`src/logic/uhi_pkg.sv`:
```
// Shared constants for the UART holding and interrupt enable block.
// Assumes an 8-bit host bus with three address lines.
package uhi_pkg;
  // ==========================================================
  // Register offsets on the three address lines
  localparam logic [2:0] OFS_DATA = 3'h0;
  localparam logic [2:0] OFS_IER = 3'h1;
  localparam logic [2:0] OFS_ISR_FCR = 3'h2;
  localparam logic [2:0] OFS_MCR = 3'h4;
  localparam logic [2:0] OFS_LSR = 3'h5;
  localparam logic [2:0] OFS_MSR = 3'h6;
  // ==========================================================
  // Interrupt enable fields
  localparam int IER_RX = 0;
  localparam int IER_TX = 1;
  localparam int IER_LS = 2;
  localparam int IER_MS = 3;
  localparam int IER_SLEEP = 4;
  localparam int IER_XOFF = 5;
  localparam int IER_RTS = 6;
  localparam int IER_CTS = 7;
  // ==========================================================
  // FIFO control, modem control, line status fields
  localparam int FCR_EN = 0;
  localparam int FCR_RXRST = 1;
  localparam int FCR_TXRST = 2;
  localparam int FCR_TRIG_LO = 6;
  localparam int FCR_TRIG_HI = 7;
  localparam int MCR_RTS = 1;
  localparam int LSR_DR = 0;
  localparam int LSR_OE = 1;
  localparam int LSR_PE = 2;
  localparam int LSR_FE = 3;
  localparam int LSR_BI = 4;
  localparam int LSR_THRE = 5;
  localparam int LSR_TEMT = 6;
  localparam int LSR_FERR = 7;
  // ==========================================================
  // Identify register layout: bit 0 high means nothing pending
  localparam int ISR_NONE = 0;
  localparam int ISR_LS = 1;
  localparam int ISR_RX = 2;
  localparam int ISR_TX = 3;
  localparam int ISR_MS = 4;
  localparam int ISR_XOFF = 5;
  localparam int ISR_CTS = 6;
  localparam int ISR_RTS = 7;
  // ==========================================================
  // Reset values, trigger levels, frame and pin layout
  localparam logic [7:0] REG_RST = 8'h00;
  localparam logic [7:0] TRIG_L0 = 8'h08;
  localparam logic [7:0] TRIG_L1 = 8'h10;
  localparam logic [7:0] TRIG_L2 = 8'h18;
  localparam logic [7:0] TRIG_L3 = 8'h1C;
  localparam int DATA_BITS = 8;
  localparam int CHR_FE = 8;
  localparam int CHR_BRK = 9;
  localparam int CHR_W = 10;
  localparam int PIN_RX = 0;
  localparam int PIN_CTS = 1;
  localparam int PIN_DSR = 2;
  localparam int PIN_RI = 3;
  localparam int PIN_CD = 4;
  localparam int PIN_N = 5;
  localparam logic [4:0] PIN_RST = 5'h01;
endpackage : uhi_pkg

```
`src/logic/uhi_top.sv`:
```
// UART channel: holding registers, FIFOs, start validation, interrupts.
// Assumes host strobes are synchronous to sys_clk_in, one cycle each.
`timescale 1ns/1ns

// ==========================================================
// Three-stage pin synchroniser with agreement filter
module uhi_sync #(
  parameter int W = 1,
  parameter logic [W-1:0] RST = '0
) (
  input wire logic sys_clk_in,
  input wire logic srst_in,
  input wire logic [W-1:0] pin_in,
  output logic [W-1:0] pin_out
);
  logic [W-1:0] s1_r;
  logic [W-1:0] s2_r;
  logic [W-1:0] s3_r;

  // First stage feeds only the second
  always_ff @(posedge sys_clk_in)
  begin
    if (srst_in)
    begin
      s1_r <= RST;
      s2_r <= RST;
      s3_r <= RST;
      pin_out <= RST;
    end
    else
    begin
      s1_r <= pin_in;
      s2_r <= s1_r;
      s3_r <= s2_r;
      pin_out <= (s2_r == s3_r) ? s3_r : pin_out; // Counts once they agree
    end
  end
endmodule : uhi_sync

// ==========================================================
// Flip-flop FIFO with valid/ready on both sides
module uhi_fifo #(
  parameter int W = 8,
  parameter int DEPTH = 2,
  localparam int AW = (DEPTH > 1) ? $clog2(DEPTH) : 1,
  localparam int CW = $clog2(DEPTH + 1)
) (
  input wire logic sys_clk_in,
  input wire logic srst_in,
  input wire logic flush_in,
  input wire logic in_valid_in,
  output logic in_ready_out,
  input wire logic [W-1:0] in_data_in,
  output logic out_valid_out,
  input wire logic out_ready_in,
  output logic [W-1:0] out_data_out,
  output logic [CW-1:0] count_out
);
  logic [W-1:0] mem_r [DEPTH];
  logic [AW-1:0] wr_r;
  logic [AW-1:0] rd_r;
  logic push;
  logic pop;

  if (DEPTH < 2)
  begin : g_bad_depth
    $error("uhi_fifo needs at least two entries");
  end

  // Honest full and empty from the fill count
  assign in_ready_out = (count_out != CW'(DEPTH));
  assign out_valid_out = (count_out != '0);
  assign out_data_out = mem_r[rd_r];
  assign push = in_valid_in & in_ready_out;
  assign pop = out_valid_out & out_ready_in;

  // Storage and write pointer
  always_ff @(posedge sys_clk_in)
  begin
    if (srst_in || flush_in)
      wr_r <= '0;
    else if (push)
    begin
      mem_r[wr_r] <= in_data_in;
      wr_r <= (wr_r == AW'(DEPTH - 1)) ? '0 : wr_r + 1'b1;
    end
  end

  // Read pointer and fill count
  always_ff @(posedge sys_clk_in)
  begin
    if (srst_in || flush_in)
    begin
      rd_r <= '0;
      count_out <= '0;
    end
    else
    begin
      if (pop)
        rd_r <= (rd_r == AW'(DEPTH - 1)) ? '0 : rd_r + 1'b1;
      if (push && !pop)
        count_out <= count_out + 1'b1;
      else if (pop && !push)
        count_out <= count_out - 1'b1;
    end
  end
endmodule : uhi_fifo

module uhi_top #(
  parameter int DIV16 = 27,
  parameter int FIFO_DEPTH = 128,
  parameter logic [7:0] XOFF_CHAR = 8'h13
) (
  input wire logic sys_clk_in,
  input wire logic srst_in,
  input wire logic [2:0] bus_addr_in,
  input wire logic [7:0] bus_wdata_in,
  input wire logic bus_wr_in,
  input wire logic bus_rd_in,
  output logic [7:0] bus_rdata_out,
  input wire logic serial_rx_in,
  output logic serial_tx_out,
  input wire logic clear_to_send_in,
  input wire logic data_set_ready_in,
  input wire logic ring_indicator_in,
  input wire logic carrier_detect_in,
  output logic request_to_send_out,
  output logic channel_irq_out,
  output logic sleep_out
);
  localparam int CW = $clog2(FIFO_DEPTH + 1);
  localparam int BIT_CLKS = 16 * DIV16;
  localparam int TW = $clog2(BIT_CLKS);
  localparam logic [TW-1:0] BIT_LAST = TW'(BIT_CLKS - 1);
  localparam logic [TW-1:0] START_LAST = TW'((15 * DIV16) / 2 - 1);
  localparam logic [3:0] DATA_LAST = 4'(uhi_pkg::DATA_BITS - 1);
  localparam logic [3:0] TX_LAST = 4'(uhi_pkg::DATA_BITS + 1);

  if (DIV16 < 2 || FIFO_DEPTH < 32 || FIFO_DEPTH > 255)
  begin : g_bad_param
    $error("uhi_top needs DIV16 >= 2 and FIFO_DEPTH in 32..255");
  end

  typedef enum logic [1:0] {RX_IDLE, RX_START, RX_DATA, RX_STOP} uhi_rx_e;
  typedef enum logic {TX_IDLE, TX_SHIFT} uhi_tx_e;

  logic [uhi_pkg::PIN_N-1:0] pins;
  logic [uhi_pkg::PIN_N-1:0] pins_prev_r;
  logic [7:0] ier_r;
  logic [7:0] fcr_r;
  logic [7:0] mcr_r;
  logic fifo_en;
  logic wr_data, wr_ier, wr_fcr, wr_mcr;
  logic rd_data, rd_isr, rd_lsr, rd_msr;
  logic tx_flush, rx_flush;
  logic [7:0] trig;
  // Transmit side
  logic tx_in_ready, tx_out_valid, tx_pop, tx_empty, tx_empty_prev_r;
  logic [7:0] tx_out_data;
  logic [CW-1:0] tx_cnt;
  uhi_tx_e tx_state_r;
  logic [9:0] tx_shift_r;
  logic [3:0] tx_bit_r;
  logic [TW-1:0] tx_tmr_r;
  // Receive side
  uhi_rx_e rx_state_r;
  logic [TW-1:0] rx_tmr_r;
  logic [3:0] rx_bit_r;
  logic [7:0] rx_shift_r;
  logic rx_chr_valid_r;
  logic [uhi_pkg::CHR_W-1:0] rx_chr_r;
  logic skid_in_ready, skid_out_valid, rx_room, rx_in_ready, rx_push;
  logic [uhi_pkg::CHR_W-1:0] skid_out_data, rx_out_data;
  logic rx_out_valid, rx_pop;
  logic [CW-1:0] rx_cnt;
  logic [CW-1:0] err_cnt_r;
  // Status and interrupts
  logic oe_r, fe_r, bi_r;
  logic [3:0] msr_delta_r;
  logic tx_pend_r, xoff_pend_r, cts_pend_r, rts_pend_r;
  logic rx_pend;
  logic [7:0] line_status, modem_status, pend, interrupt_identify;

  // ==========================================================
  // Pin synchronisers and bus decode
  uhi_sync #(.W(uhi_pkg::PIN_N), .RST(uhi_pkg::PIN_RST)) u_sync (
    .sys_clk_in(sys_clk_in),
    .srst_in(srst_in),
    .pin_in({carrier_detect_in, ring_indicator_in, data_set_ready_in,
             clear_to_send_in, serial_rx_in}),
    .pin_out(pins)
  );

  // Strobe decode per register
  assign wr_data = bus_wr_in && (bus_addr_in == uhi_pkg::OFS_DATA);
  assign wr_ier = bus_wr_in && (bus_addr_in == uhi_pkg::OFS_IER);
  assign wr_fcr = bus_wr_in && (bus_addr_in == uhi_pkg::OFS_ISR_FCR);
  assign wr_mcr = bus_wr_in && (bus_addr_in == uhi_pkg::OFS_MCR);
  assign rd_data = bus_rd_in && (bus_addr_in == uhi_pkg::OFS_DATA);
  assign rd_isr = bus_rd_in && (bus_addr_in == uhi_pkg::OFS_ISR_FCR);
  assign rd_lsr = bus_rd_in && (bus_addr_in == uhi_pkg::OFS_LSR);
  assign rd_msr = bus_rd_in && (bus_addr_in == uhi_pkg::OFS_MSR);
  assign fifo_en = fcr_r[uhi_pkg::FCR_EN];

  // Changing the FIFO mode flushes stale characters
  assign tx_flush = wr_fcr && (bus_wdata_in[uhi_pkg::FCR_TXRST] ||
    (bus_wdata_in[uhi_pkg::FCR_EN] != fifo_en));
  assign rx_flush = wr_fcr && (bus_wdata_in[uhi_pkg::FCR_RXRST] ||
    (bus_wdata_in[uhi_pkg::FCR_EN] != fifo_en));

  // Control registers; enables all clear at reset
  always_ff @(posedge sys_clk_in)
  begin
    if (srst_in)
    begin
      ier_r <= uhi_pkg::REG_RST;
      fcr_r <= uhi_pkg::REG_RST;
      mcr_r <= uhi_pkg::REG_RST;
    end
    else
    begin
      if (wr_ier)
        ier_r <= bus_wdata_in;
      if (wr_fcr)
        fcr_r <= bus_wdata_in & ~8'h06; // Reset bits self-clear
      if (wr_mcr)
        mcr_r <= bus_wdata_in;
    end
  end

  // ==========================================================
  // Transmit path
  uhi_fifo #(.W(8), .DEPTH(FIFO_DEPTH)) u_tx_fifo (
    .sys_clk_in(sys_clk_in),
    .srst_in(srst_in),
    .flush_in(tx_flush),
    .in_valid_in(wr_data && (fifo_en || tx_cnt == '0)),
    .in_ready_out(tx_in_ready),
    .in_data_in(bus_wdata_in),
    .out_valid_out(tx_out_valid),
    .out_ready_in(tx_pop),
    .out_data_out(tx_out_data),
    .count_out(tx_cnt)
  );
  assign tx_pop = (tx_state_r == TX_IDLE) && tx_out_valid;
  assign tx_empty = (tx_cnt == '0);

  // Shifter: start bit, eight data bits, stop bit
  always_ff @(posedge sys_clk_in)
  begin
    if (srst_in)
    begin
      tx_state_r <= TX_IDLE;
      tx_shift_r <= 10'h3FF;
      tx_bit_r <= 4'h0;
      tx_tmr_r <= '0;
      serial_tx_out <= 1'b1;
    end
    else
    begin
      case (tx_state_r)
        TX_IDLE:
        begin
          serial_tx_out <= 1'b1;
          if (tx_pop)
          begin
            tx_shift_r <= {1'b1, tx_out_data, 1'b0};
            tx_bit_r <= 4'h0;
            tx_tmr_r <= '0;
            tx_state_r <= TX_SHIFT;
          end
        end
        TX_SHIFT:
        begin
          serial_tx_out <= tx_shift_r[0];
          if (tx_tmr_r == BIT_LAST)
          begin
            tx_tmr_r <= '0;
            tx_shift_r <= {1'b1, tx_shift_r[9:1]};
            tx_bit_r <= tx_bit_r + 4'h1;
            if (tx_bit_r == TX_LAST)
              tx_state_r <= TX_IDLE;
          end
          else
            tx_tmr_r <= tx_tmr_r + 1'b1;
        end
        default:
          tx_state_r <= TX_IDLE;
      endcase
    end
  end

  // ==========================================================
  // Receiver with false-start rejection
  always_ff @(posedge sys_clk_in)
  begin
    if (srst_in)
    begin
      rx_state_r <= RX_IDLE;
      rx_tmr_r <= '0;
      rx_bit_r <= 4'h0;
      rx_shift_r <= uhi_pkg::REG_RST;
      rx_chr_valid_r <= 1'b0;
      rx_chr_r <= '0;
    end
    else
    begin
      rx_chr_valid_r <= 1'b0;
      case (rx_state_r)
        RX_IDLE:
        begin
          rx_tmr_r <= '0;
          if (pins_prev_r[uhi_pkg::PIN_RX] && !pins[uhi_pkg::PIN_RX])
            rx_state_r <= RX_START;
        end
        RX_START:
        begin
          // Mid start bit: still low accepts, high aborts
          if (rx_tmr_r == START_LAST)
          begin
            rx_tmr_r <= '0;
            rx_bit_r <= 4'h0;
            rx_state_r <= pins[uhi_pkg::PIN_RX] ? RX_IDLE : RX_DATA;
          end
          else
            rx_tmr_r <= rx_tmr_r + 1'b1;
        end
        RX_DATA:
        begin
          if (rx_tmr_r == BIT_LAST)
          begin
            rx_tmr_r <= '0;
            rx_shift_r <= {pins[uhi_pkg::PIN_RX], rx_shift_r[7:1]};
            rx_bit_r <= rx_bit_r + 4'h1;
            if (rx_bit_r == DATA_LAST)
              rx_state_r <= RX_STOP;
          end
          else
            rx_tmr_r <= rx_tmr_r + 1'b1;
        end
        RX_STOP:
        begin
          if (rx_tmr_r == BIT_LAST)
          begin
            rx_chr_valid_r <= 1'b1;
            rx_chr_r <= {!pins[uhi_pkg::PIN_RX] && (rx_shift_r == 8'h00),
                         !pins[uhi_pkg::PIN_RX], rx_shift_r};
            rx_state_r <= RX_IDLE;
          end
          else
            rx_tmr_r <= rx_tmr_r + 1'b1;
        end
        default:
          rx_state_r <= RX_IDLE;
      endcase
    end
  end

  // Two-entry skid holds up to two words while the receive FIFO is busy
  uhi_fifo #(.W(uhi_pkg::CHR_W), .DEPTH(2)) u_rx_skid (
    .sys_clk_in(sys_clk_in),
    .srst_in(srst_in),
    .flush_in(rx_flush),
    .in_valid_in(rx_chr_valid_r),
    .in_ready_out(skid_in_ready),
    .in_data_in(rx_chr_r),
    .out_valid_out(skid_out_valid),
    .out_ready_in(rx_room),
    .out_data_out(skid_out_data),
    .count_out()
  );

  // Single-character mode caps the receive FIFO at one
  assign rx_room = rx_in_ready && (fifo_en || rx_cnt == '0);
  assign rx_push = skid_out_valid && rx_room;
  assign rx_pop = rd_data && rx_out_valid;

  uhi_fifo #(.W(uhi_pkg::CHR_W), .DEPTH(FIFO_DEPTH)) u_rx_fifo (
    .sys_clk_in(sys_clk_in),
    .srst_in(srst_in),
    .flush_in(rx_flush),
    .in_valid_in(rx_push),
    .in_ready_out(rx_in_ready),
    .in_data_in(skid_out_data),
    .out_valid_out(rx_out_valid),
    .out_ready_in(rx_pop),
    .out_data_out(rx_out_data),
    .count_out(rx_cnt)
  );

  // Errored characters currently held in the receive FIFO
  always_ff @(posedge sys_clk_in)
  begin
    if (srst_in || rx_flush)
      err_cnt_r <= '0;
    else
    begin
      logic in_err;
      logic out_err;
      in_err = rx_push && (skid_out_data[uhi_pkg::CHR_BRK:uhi_pkg::CHR_FE]
        != 2'b00);
      out_err = rx_pop && (rx_out_data[uhi_pkg::CHR_BRK:uhi_pkg::CHR_FE]
        != 2'b00);
      if (in_err && !out_err)
        err_cnt_r <= err_cnt_r + 1'b1;
      else if (out_err && !in_err)
        err_cnt_r <= err_cnt_r - 1'b1;
    end
  end

  // ==========================================================
  // Line and modem status; a set in the clearing cycle wins
  always_ff @(posedge sys_clk_in)
  begin
    if (srst_in)
    begin
      oe_r <= 1'b0;
      fe_r <= 1'b0;
      bi_r <= 1'b0;
      msr_delta_r <= 4'h0;
      pins_prev_r <= uhi_pkg::PIN_RST;
    end
    else
    begin
      pins_prev_r <= pins;
      oe_r <= (rx_chr_valid_r && !skid_in_ready) || (oe_r && !rd_lsr);
      fe_r <= (rx_chr_valid_r && rx_chr_r[uhi_pkg::CHR_FE]) ||
        (fe_r && !rd_lsr);
      bi_r <= (rx_chr_valid_r && rx_chr_r[uhi_pkg::CHR_BRK]) ||
        (bi_r && !rd_lsr);
      // Delta CTS, delta DSR, trailing ring edge, delta carrier
      msr_delta_r <= (rd_msr ? 4'h0 : msr_delta_r) | {
        pins[uhi_pkg::PIN_CD] ^ pins_prev_r[uhi_pkg::PIN_CD],
        pins_prev_r[uhi_pkg::PIN_RI] & ~pins[uhi_pkg::PIN_RI],
        pins[uhi_pkg::PIN_DSR] ^ pins_prev_r[uhi_pkg::PIN_DSR],
        pins[uhi_pkg::PIN_CTS] ^ pins_prev_r[uhi_pkg::PIN_CTS]};
    end
  end

  // Line status word
  always_comb
  begin
    line_status = 8'h00;
    line_status[uhi_pkg::LSR_DR] = (rx_cnt != '0);
    line_status[uhi_pkg::LSR_OE] = oe_r;
    line_status[uhi_pkg::LSR_PE] = 1'b0; // No parity in this frame format
    line_status[uhi_pkg::LSR_FE] = fe_r;
    line_status[uhi_pkg::LSR_BI] = bi_r;
    line_status[uhi_pkg::LSR_THRE] = tx_empty;
    line_status[uhi_pkg::LSR_TEMT] = tx_empty && (tx_state_r == TX_IDLE);
    line_status[uhi_pkg::LSR_FERR] = (err_cnt_r != '0);
  end
  assign modem_status = {pins[uhi_pkg::PIN_CD], pins[uhi_pkg::PIN_RI],
                pins[uhi_pkg::PIN_DSR], pins[uhi_pkg::PIN_CTS], msr_delta_r};

  // ==========================================================
  // Interrupt sources
  always_comb
  begin
    case (fcr_r[uhi_pkg::FCR_TRIG_HI:uhi_pkg::FCR_TRIG_LO])
      2'b00: trig = uhi_pkg::TRIG_L0;
      2'b01: trig = uhi_pkg::TRIG_L1;
      2'b10: trig = uhi_pkg::TRIG_L2;
      default: trig = uhi_pkg::TRIG_L3;
    endcase
  end
  // Trigger level in FIFO mode, any data otherwise
  assign rx_pend = fifo_en ? (rx_cnt >= CW'(trig)) : (rx_cnt != '0);

  // XOFF, CTS and RTS events latch only while enabled, the transmit one always; set beats clear
  always_ff @(posedge sys_clk_in)
  begin
    if (srst_in)
    begin
      tx_pend_r <= 1'b0;
      tx_empty_prev_r <= 1'b1;
      xoff_pend_r <= 1'b0;
      cts_pend_r <= 1'b0;
      rts_pend_r <= 1'b0;
    end
    else
    begin
      tx_empty_prev_r <= tx_empty;
      // Empty after draining, or enabled while already empty
      tx_pend_r <= (tx_empty && !tx_empty_prev_r) ||
        (wr_ier && bus_wdata_in[uhi_pkg::IER_TX] &&
         !ier_r[uhi_pkg::IER_TX] && tx_empty) ||
        (tx_pend_r && !rd_isr && !wr_data);
      xoff_pend_r <= (ier_r[uhi_pkg::IER_XOFF] && rx_chr_valid_r &&
        rx_chr_r == {2'b00, XOFF_CHAR}) ||
        (xoff_pend_r && !rd_isr && ier_r[uhi_pkg::IER_XOFF]);
      cts_pend_r <= (ier_r[uhi_pkg::IER_CTS] && pins[uhi_pkg::PIN_CTS] &&
        !pins_prev_r[uhi_pkg::PIN_CTS]) ||
        (cts_pend_r && !rd_isr && ier_r[uhi_pkg::IER_CTS]);
      rts_pend_r <= (ier_r[uhi_pkg::IER_RTS] && wr_mcr &&
        bus_wdata_in[uhi_pkg::MCR_RTS] && !mcr_r[uhi_pkg::MCR_RTS]) ||
        (rts_pend_r && !rd_isr && ier_r[uhi_pkg::IER_RTS]);
    end
  end

  // Enabled pending sources; low enables cleared leave polling only
  always_comb
  begin
    pend = 8'h00;
    pend[uhi_pkg::ISR_LS] = ier_r[uhi_pkg::IER_LS] && (line_status[4:1] != 4'h0);
    pend[uhi_pkg::ISR_RX] = ier_r[uhi_pkg::IER_RX] && rx_pend;
    pend[uhi_pkg::ISR_TX] = ier_r[uhi_pkg::IER_TX] && tx_pend_r;
    pend[uhi_pkg::ISR_MS] = ier_r[uhi_pkg::IER_MS] && (msr_delta_r != 4'h0);
    pend[uhi_pkg::ISR_XOFF] = xoff_pend_r;
    pend[uhi_pkg::ISR_CTS] = cts_pend_r;
    pend[uhi_pkg::ISR_RTS] = rts_pend_r;
    interrupt_identify = pend;
    interrupt_identify[uhi_pkg::ISR_NONE] = (pend == 8'h00);
  end

  // ==========================================================
  // Registered outputs
  always_ff @(posedge sys_clk_in)
  begin
    if (srst_in)
    begin
      channel_irq_out <= 1'b0;
      sleep_out <= 1'b0;
      request_to_send_out <= 1'b0;
    end
    else
    begin
      channel_irq_out <= (pend != 8'h00);
      // Sleep only when idle, so no character is cut short
      sleep_out <= ier_r[uhi_pkg::IER_SLEEP] && (pend == 8'h00) &&
        tx_empty && (tx_state_r == TX_IDLE) && (rx_cnt == '0) &&
        (rx_state_r == RX_IDLE) && !skid_out_valid;
      request_to_send_out <= wr_mcr ? bus_wdata_in[uhi_pkg::MCR_RTS] :
        mcr_r[uhi_pkg::MCR_RTS];
    end
  end

  // Read data registered one cycle after the strobe
  always_ff @(posedge sys_clk_in)
  begin
    if (srst_in)
      bus_rdata_out <= uhi_pkg::REG_RST;
    else if (bus_rd_in)
    begin
      case (bus_addr_in)
        uhi_pkg::OFS_DATA: bus_rdata_out <= rx_out_valid ?
          rx_out_data[7:0] : uhi_pkg::REG_RST;
        uhi_pkg::OFS_IER: bus_rdata_out <= ier_r;
        uhi_pkg::OFS_ISR_FCR: bus_rdata_out <= interrupt_identify;
        uhi_pkg::OFS_MCR: bus_rdata_out <= mcr_r;
        uhi_pkg::OFS_LSR: bus_rdata_out <= line_status;
        uhi_pkg::OFS_MSR: bus_rdata_out <= modem_status;
        default: bus_rdata_out <= uhi_pkg::REG_RST;
      endcase
    end
  end
endmodule : uhi_top

```
`config.mk`:
```
export PLATFORM = sky130hd
export DESIGN_NAME = uhi_top
export DESIGN_NICKNAME = d
export VERILOG_FILES = /design/src/logic/uhi_pkg.sv /design/src/logic/uhi_top.sv
export SDC_FILE = /design/constraint.sdc
export NUM_CORES = 2
export LEC_CHECK = 0
export BUFFER_PORTS_ARGS = -buffer_cell sky130_fd_sc_hd__buf_2
export CAP_MARGIN = 20
export CORE_MARGIN = 2
export CORE_UTILIZATION = 40
export DETAILED_ROUTE_END_ITERATION = 16
export PLACE_DENSITY = 0.56
export SKIP_LAST_GASP = 1
export SLEW_MARGIN = 20
export SYNTH_ARGS = -nofsm -noshare
export SYNTH_HDL_FRONTEND = slang
export SYNTH_SLANG_ARGS = --single-unit
```
`constraint.sdc`:
```
create_clock -name sys_clk_in -period 11.9 [get_ports sys_clk_in]
set_input_delay 0.595 -clock sys_clk_in [delete_from_list [all_inputs] [get_ports sys_clk_in]]
set_output_delay 0.595 -clock sys_clk_in [all_outputs]
set_load 0.02 [all_outputs]
```
After elaboration in Yosys (flattened, before gate mapping)
Memory sizes are Yosys's and may differ from the RTL's. A register that Yosys moved wholly into a read port is not among the register bits.
Index checks and enable logic that the tools add are counted.
{"block": "word_totals", "regBits": 185, "ram_bits": 2324, "n_memories": 3}
{"block": "op_classes", "addsub": 18, "order_cmp": 1, "eq_ne": 33, "muxes": 64, "bitwise_logic": 14, "n_reduce_logical": 123}
{"name": "u_rx_fifo.mem_r", "words": 128, "word_bits": 10, "read_ports": 1, "rd_clocked_by_memory_dff": 1, "write_ports": 1, "line": "uhi_top.sv:59", "text": "logic [W-1:0] mem_r [DEPTH];"}
{"name": "u_tx_fifo.mem_r", "words": 128, "word_bits": 8, "read_ports": 1, "rd_clocked_by_memory_dff": 1, "write_ports": 1, "line": "uhi_top.sv:59"}
{"name": "u_rx_skid.mem_r", "words": 2, "word_bits": 10, "read_ports": 1, "rd_clocked_by_memory_dff": 1, "write_ports": 1, "line": "uhi_top.sv:59"}
{"op": "logical AND 1 bit", "n": 63}
{"op": "2-to-1 mux 7 bit", "n": 8}
{"op": "2-to-1 mux 8 bit", "n": 7}
{"op": "case mux 8 bit (6 select lines)", "n": 1}
{"op": "2-to-1 mux 9 bit", "n": 5}
{"op": "case mux 9 bit (4 select lines)", "n": 1}
{"op": "logical NOT 8 bit", "n": 4}
{"op": "nonzero test 8 bit", "n": 4}
{"op": "adder 7 x 1 -> 7 bit, second input constant", "n": 4}
{"op": "equality test 7 bit, second input constant", "n": 4}
{"op": "adder 8 x 1 -> 8 bit, second input constant", "n": 3}
{"op": "subtractor 8 x 1 -> 8 bit, second input constant", "n": 3}
{"op": "2-to-1 mux 10 bit", "n": 2}
{"op": "2-to-1 mux 4 bit", "n": 5}
{"op": "case mux 10 bit (2 select lines)", "n": 1}
{"op": "2-to-1 mux 1 bit", "n": 19}
{"op": "adder 9 x 1 -> 9 bit, second input constant", "n": 2}
{"op": "equality test 9 bit, second input constant", "n": 2}
{"op": "logical NOT 1 bit", "n": 18}
{"op": "case mux 9 bit (2 select lines)", "n": 1}
{"op": "2-to-1 mux 2 bit", "n": 8}
{"op": "!= test 8 bit, second input constant", "n": 2}
{"op": "case mux 4 bit (2 select lines)", "n": 2}
{"op": "nonzero test 2 bit", "n": 8}
{"op": "34 further kinds", "n": 76}

Longest topological paths before layout
{"block": "depth", "depth_word": 12, "mapped_depth": 21, "depth_no_buf": 17}

Cells and area by module
A second synthesis with hierarchy kept.
{"block": "unflattened", "hier_cells": 5244, "area_unflattened_um2": 99442.9}
{"module": "uhi_fifo at u_rx_fifo", "instances": 1, "cells_each": 2440, "area_each_um2": 50942.6}
{"module": "uhi_fifo at u_tx_fifo", "instances": 1, "cells_each": 2024, "area_each_um2": 41205.8}
{"module": "uhi_top", "instances": 1, "cells_each": 659, "area_each_um2": 5664.2}
{"module": "uhi_fifo at u_rx_skid", "instances": 1, "cells_each": 60, "area_each_um2": 958.4}
{"module": "uhi_sync", "instances": 1, "cells_each": 61, "area_each_um2": 671.9}

Least setup slack after synthesis
OpenSTA, ideal clock, no wires.
{"block": "synth_path", "kind": "register to register", "startpoint": "register with a tool-made name", "endpoint": "register err_cnt_r[6]", "setup_time_ns": 0.071, "t_arrival_ns": 4.285, "t_required_ns": 11.829, "slack_ns": 7.545, "path_stages_with_launch": 20, "n_path_buf": 3, "cell_sequence": "dfxtp_1 buf_6 or2_2 clkbuf_1 clkbuf_1 a211oi_1 nor4_1 mux4_2 mux4_2 nand2b_1 ha_1 inv_1 ha_1 nor2b_1 o21ai_0 a21boi_0 o21a_1 o21ai_0 or3b_2 a21oi_1"}
{"item": "end signal: assignment", "line": "uhi_top.sv:405", "text": "err_cnt_r <= err_cnt_r + 1'b1;"}
{"item": "end signal: assignment", "line": "uhi_top.sv:407", "text": "err_cnt_r <= err_cnt_r - 1'b1;"}
{"item": "end: declaration", "line": "uhi_top.sv:176", "text": "logic [CW-1:0] err_cnt_r;"}

==> impl_metrics.yaml <==
sta:
  tns_ps: 0
  hold_violations: 0
  max_freq_mhz: 156
  hold-worst-slack_ps: 114
  finalCriticalPeriod_ps: 6420
  timing.final.crit_share_pct: 54.0
  final.setup_skew_ps: 84.5
  tightest_slew_ps: 1140
  drv_slew: 0
  slew_headroom_pct: 21.9
  grt_setup_unrepaired: "no"
  finalSetupViolCount: 0
clock_network:
  clk_pin_slew_worst_paths_ps: 60
  cts_tree: "built"
  cts_root_buf: "clkbuf_16"
  clk_latency_ps: 930
  clock-sinks: 2520
  cts_max_path_buffers: 4
  cts_made_buffers: 285
  post_cts_buffers: 0
  post_cts_resized: 0
  cts.htree.levels: 5
route:
  wl_mm: 239
  post_drt_wl_per_cell_um: 27.6
  drt_iter0_drc: 4952
  dr_total_vias: 49000
  ant_nets: 0
  vias_per_cell: 5.65
  drcViolationCount: 0
  dr.pass1.iters: 5
grt:
  overflow: 0
  grt_max_degree: 145
  grt_pass1_vias: 48500
  antenna_found_initial: 9
  grt_use_total_pct: 19.0
  grt_pass1_wl_mm: 347
floorplanning:
  die_w_um: 499
  fp.dieH_um: 499
  row_count: 181
  top_level_ports: 32
  initial_core_util_pct: 40.3
  core-area_mm2: 0.243
  fp.dieArea_mm2: 0.249
logic_synthesis:
  yosysWarnings: 0
  synth_area_mm2: 0.0979
  synthCells: 5063
  synth_fp_nets: 5122
  yosys.area_share.simple_pct: 4.86
  synth-main-ff-cell: "edfxtp_1"
  yosys.area_share.adder_pct: 0.521
  synthMuxAreaShare_pct: 14.7
  yosys.area_share.xor_xnor_pct: 0.537
  synth_edf_count: 2324
  ys_seq_elements: 2520
  synth_compound_area_share_pct: 2.80
  synth-seq-area-share_pct: 75.3
  syn_avg_cell_area_um2: 19.3
  synth_cell_type_count: 76
  synthArstFlopShare_pct: 0
  synth_top_family_by_area: "multiplexers"
placement:
  io_buffer_count: 31
  gp_congestion: 0.828
  dp_hpwl_mm: 144
setup_path:
  worstPathArrival_ps: 7270
  r2r-end: "err_cnt_r[6]$_SDFFE_PP0P_"
  criticalPathCategory: "flip-flop to flip-flop"
  critPathSlowestCell: "buf_4"
  crit_chain: "buf_12 -> buf_4 -> nor3_1 -> a211oi_1 -> o41ai_1 -> o211ai_1 -> o21ai_0 -> mux4_2 -> nand2b_1 -> ha_1 -> inv_1 -> ha_1 -> nor2b_1 -> o21ai_0 -> a21boi_0 -> o21a_1 -> o21ai_0 -> or3b_2 -> a21oi_1"
  r2r_cells: 19
  critical_path_peak_fanout: 86
  slowest_delay_ps: 800
  r2r_slack_ps: 5480
  end_kind: "flip-flop"
  required_ps: 12740
  startpoint_type: "flip-flop"
  critPathMostFrequentCell: "o21ai_0"
cells_and_area:
  nets: 5323
  final_cell_mix: "edfxtp_1 (2,324), mux4_2 (571), nor2_1 (457)"
  layout-drive-gt1-share_pct: 22.3
  area_growth_pct: 13.3
  final_common_cell: "edfxtp_1"
status:
  status: "completed"
power:
  power_switching_w: 0.00499
  p_per_area_mw_per_mm2: 188
  leakage_nw: 33.8
  seqPwrFrac_pct: 47.6
  internal-power_w: 0.0159
  ir_worst_vdd_uv: 171
  comb_power_share_pct: 12.7
  p_sw_share_pct: 23.9
  clkPwrFrac_pct: 39.7
min_path:
  hold_class: "input port to flip-flop"
  worstHoldStart: "bus_wdata_in[5]"
  min_to: "u_tx_fifo.mem_r[30][5]$_DFFE_PP_"
  min_delay_path_depth: 1
flow_run:
  cap_violations: 0
-- cells in the mapped netlist, types with 11 or more instances --
| cell | number | area [µm²] |
|---|---|---|
| buf_2 | 70 | 350 |
| nor2b_1 | 56 | 350 |
| mux4_2 | 571 | 12900 |
| mux2i_1 | 96 | 961 |
| mux2_2 | 32 | 360 |
| nor3_1 | 85 | 425 |
| o211ai_1 | 11 | 82.6 |
| clkbuf_1 | 137 | 514 |
| or2_2 | 15 | 93.8 |
| o22ai_1 | 17 | 106 |
| ha_1 | 36 | 450 |
| a21oi_1 | 111 | 556 |
| a22oi_1 | 33 | 248 |
| a211oi_1 | 89 | 668 |
| inv_1 | 26 | 97.6 |
| nand2b_1 | 15 | 93.8 |
| nand3b_1 | 15 | 113 |
| nor4_1 | 22 | 138 |
| nand2_1 | 194 | 728 |
| and2_1 | 15 | 93.8 |
| xnor2_1 | 21 | 184 |
| dfxtp_1 | 196 | 3920 |
| o21ai_0 | 45 | 225 |
| buf_1 | 28 | 105 |
| nand4_1 | 23 | 144 |
| nor2_1 | 480 | 1800 |
| buf_4 | 17 | 128 |
| nand3_1 | 56 | 280 |
| edfxtp_1 | 2324 | 69800 |
| xor2_1 | 39 | 342 |
| and3_1 | 25 | 156 |
-- flip-flops by register name, summed over array words and instances (netlist names), 8 cells and up, named ones only --
register,count
tx_shift_r,9
bus_rdata_out,8
err_cnt_r,8
rx_shift_r,8
u_tx_fifo.mem_r,1024
u_rx_fifo.mem_r,1280
u_rx_skid.mem_r,20
ier_r,8
rx_chr_r,10
u_rx_fifo.count_out,8
u_tx_fifo.count_out,8
tx_tmr_r,9
rx_tmr_r,9
mcr_r,8
-- worst max path at each step --
stage / from / end / slack [ps] / cells after the start
after floorplan: flip-flop / err_cnt_r[6]$_SDFFE_PP0P_ / 7540 / 19
after global placement: flip-flop / err_cnt_r[6]$_SDFFE_PP0P_ / 5530 / 19
after detailed placement: flip-flop / err_cnt_r[6]$_SDFFE_PP0P_ / 5570 / 19
after CTS: flip-flop / err_cnt_r[6]$_SDFFE_PP0P_ / 5560 / 18
final: flip-flop / err_cnt_r[6]$_SDFFE_PP0P_ / 5480 / 19
after global routing: flip-flop / err_cnt_r[6]$_SDFFE_PP0P_ / 5100 / 19
-- critical path, delay by kind of cell, from the launching register on --
family | cells | cell delay (ps)
AOI/OAI and AO/OA | 9 | 1690
adders and majority gates | 2 | 530
buffers and inverters | 3 | 1510
DFF | 1 | 790
muxes | 1 | 660
and+or+nand+nor | 4 | 920
-- layer usage --
| layer | track usage [%] | vias up | share of wire (%) |
|---|---|---|---|
| met5 | 0 | - | 0.0071 |
| met4 | 5.12 | 4 | 2.5 |
| met3 | 3.41 | 377 | 6.5 |
| met2 | 29.1 | 1598 | 47 |
| met1 | 27.9 | 26000 | 44 |
| li1 | - | 20900 | - |
-- through the flow --
stage | setup slack, ps | power, W | std cells | util (%) | instance area [µm²]
2_1_floorplan | 7540 | 0.0120 | 5063 | - | 97900
3_3_place_gp | 5530 | 0.0128 | 8167 | 42.0 | 102000
3_5_place_dp | 5570 | 0.0128 | 8167 | 42.0 | 102000
4_1_cts | 5560 | 0.0211 | 8658 | 45.6 | 111000
5_1_grt | 5100 | 0.0216 | 8667 | 45.6 | 111000
6_report | 5480 | 0.0209 | 8669 | 45.6 | 111000
-- area by class of cell --
| class | count | area (µm²) |
|---|---|---|
| clock inverter | 137 | 1200 |
| fill | 20500 | 132000 |
| sequential | 2520 | 73700 |
| inverter | 28 | 105 |
| antenna | 4 | 10.0 |
| tap | 3202 | 4010 |
| multi-input combinational | 2254 | 23000 |
| clock buffer | 349 | 7500 |
| timing repair buffer | 175 | 1370 |
-- cell families after synthesis --
group                      Yosys count
DFF                               2520
buffers and inverters              289
AOI/OAI and AO/OA                  405
muxes                              706
xor gates and xnor gates            60
adders and majority gates           39
and+or+nand+nor                   1044
-- timing repair --
action	CTS	global route
hold buffers	5	0
endpoints found under the setup margin	0	0
hold endpoints to repair	5	0
-- power by group through the flow --
stage / Clock, W / Combinational [W] / Sequential (W)
after floorplan: 0 / 0.00194 / 0.0101
after global placement: 0 / 0.00267 / 0.0101
after detailed placement: 0 / 0.00269 / 0.0101
after CTS: 0.00847 / 0.00270 / 0.00995
after global routing: 0.00879 / 0.00288 / 0.00996
final: 0.00829 / 0.00265 / 0.00994
Note: power is estimated with default switching activity, not from simulation.
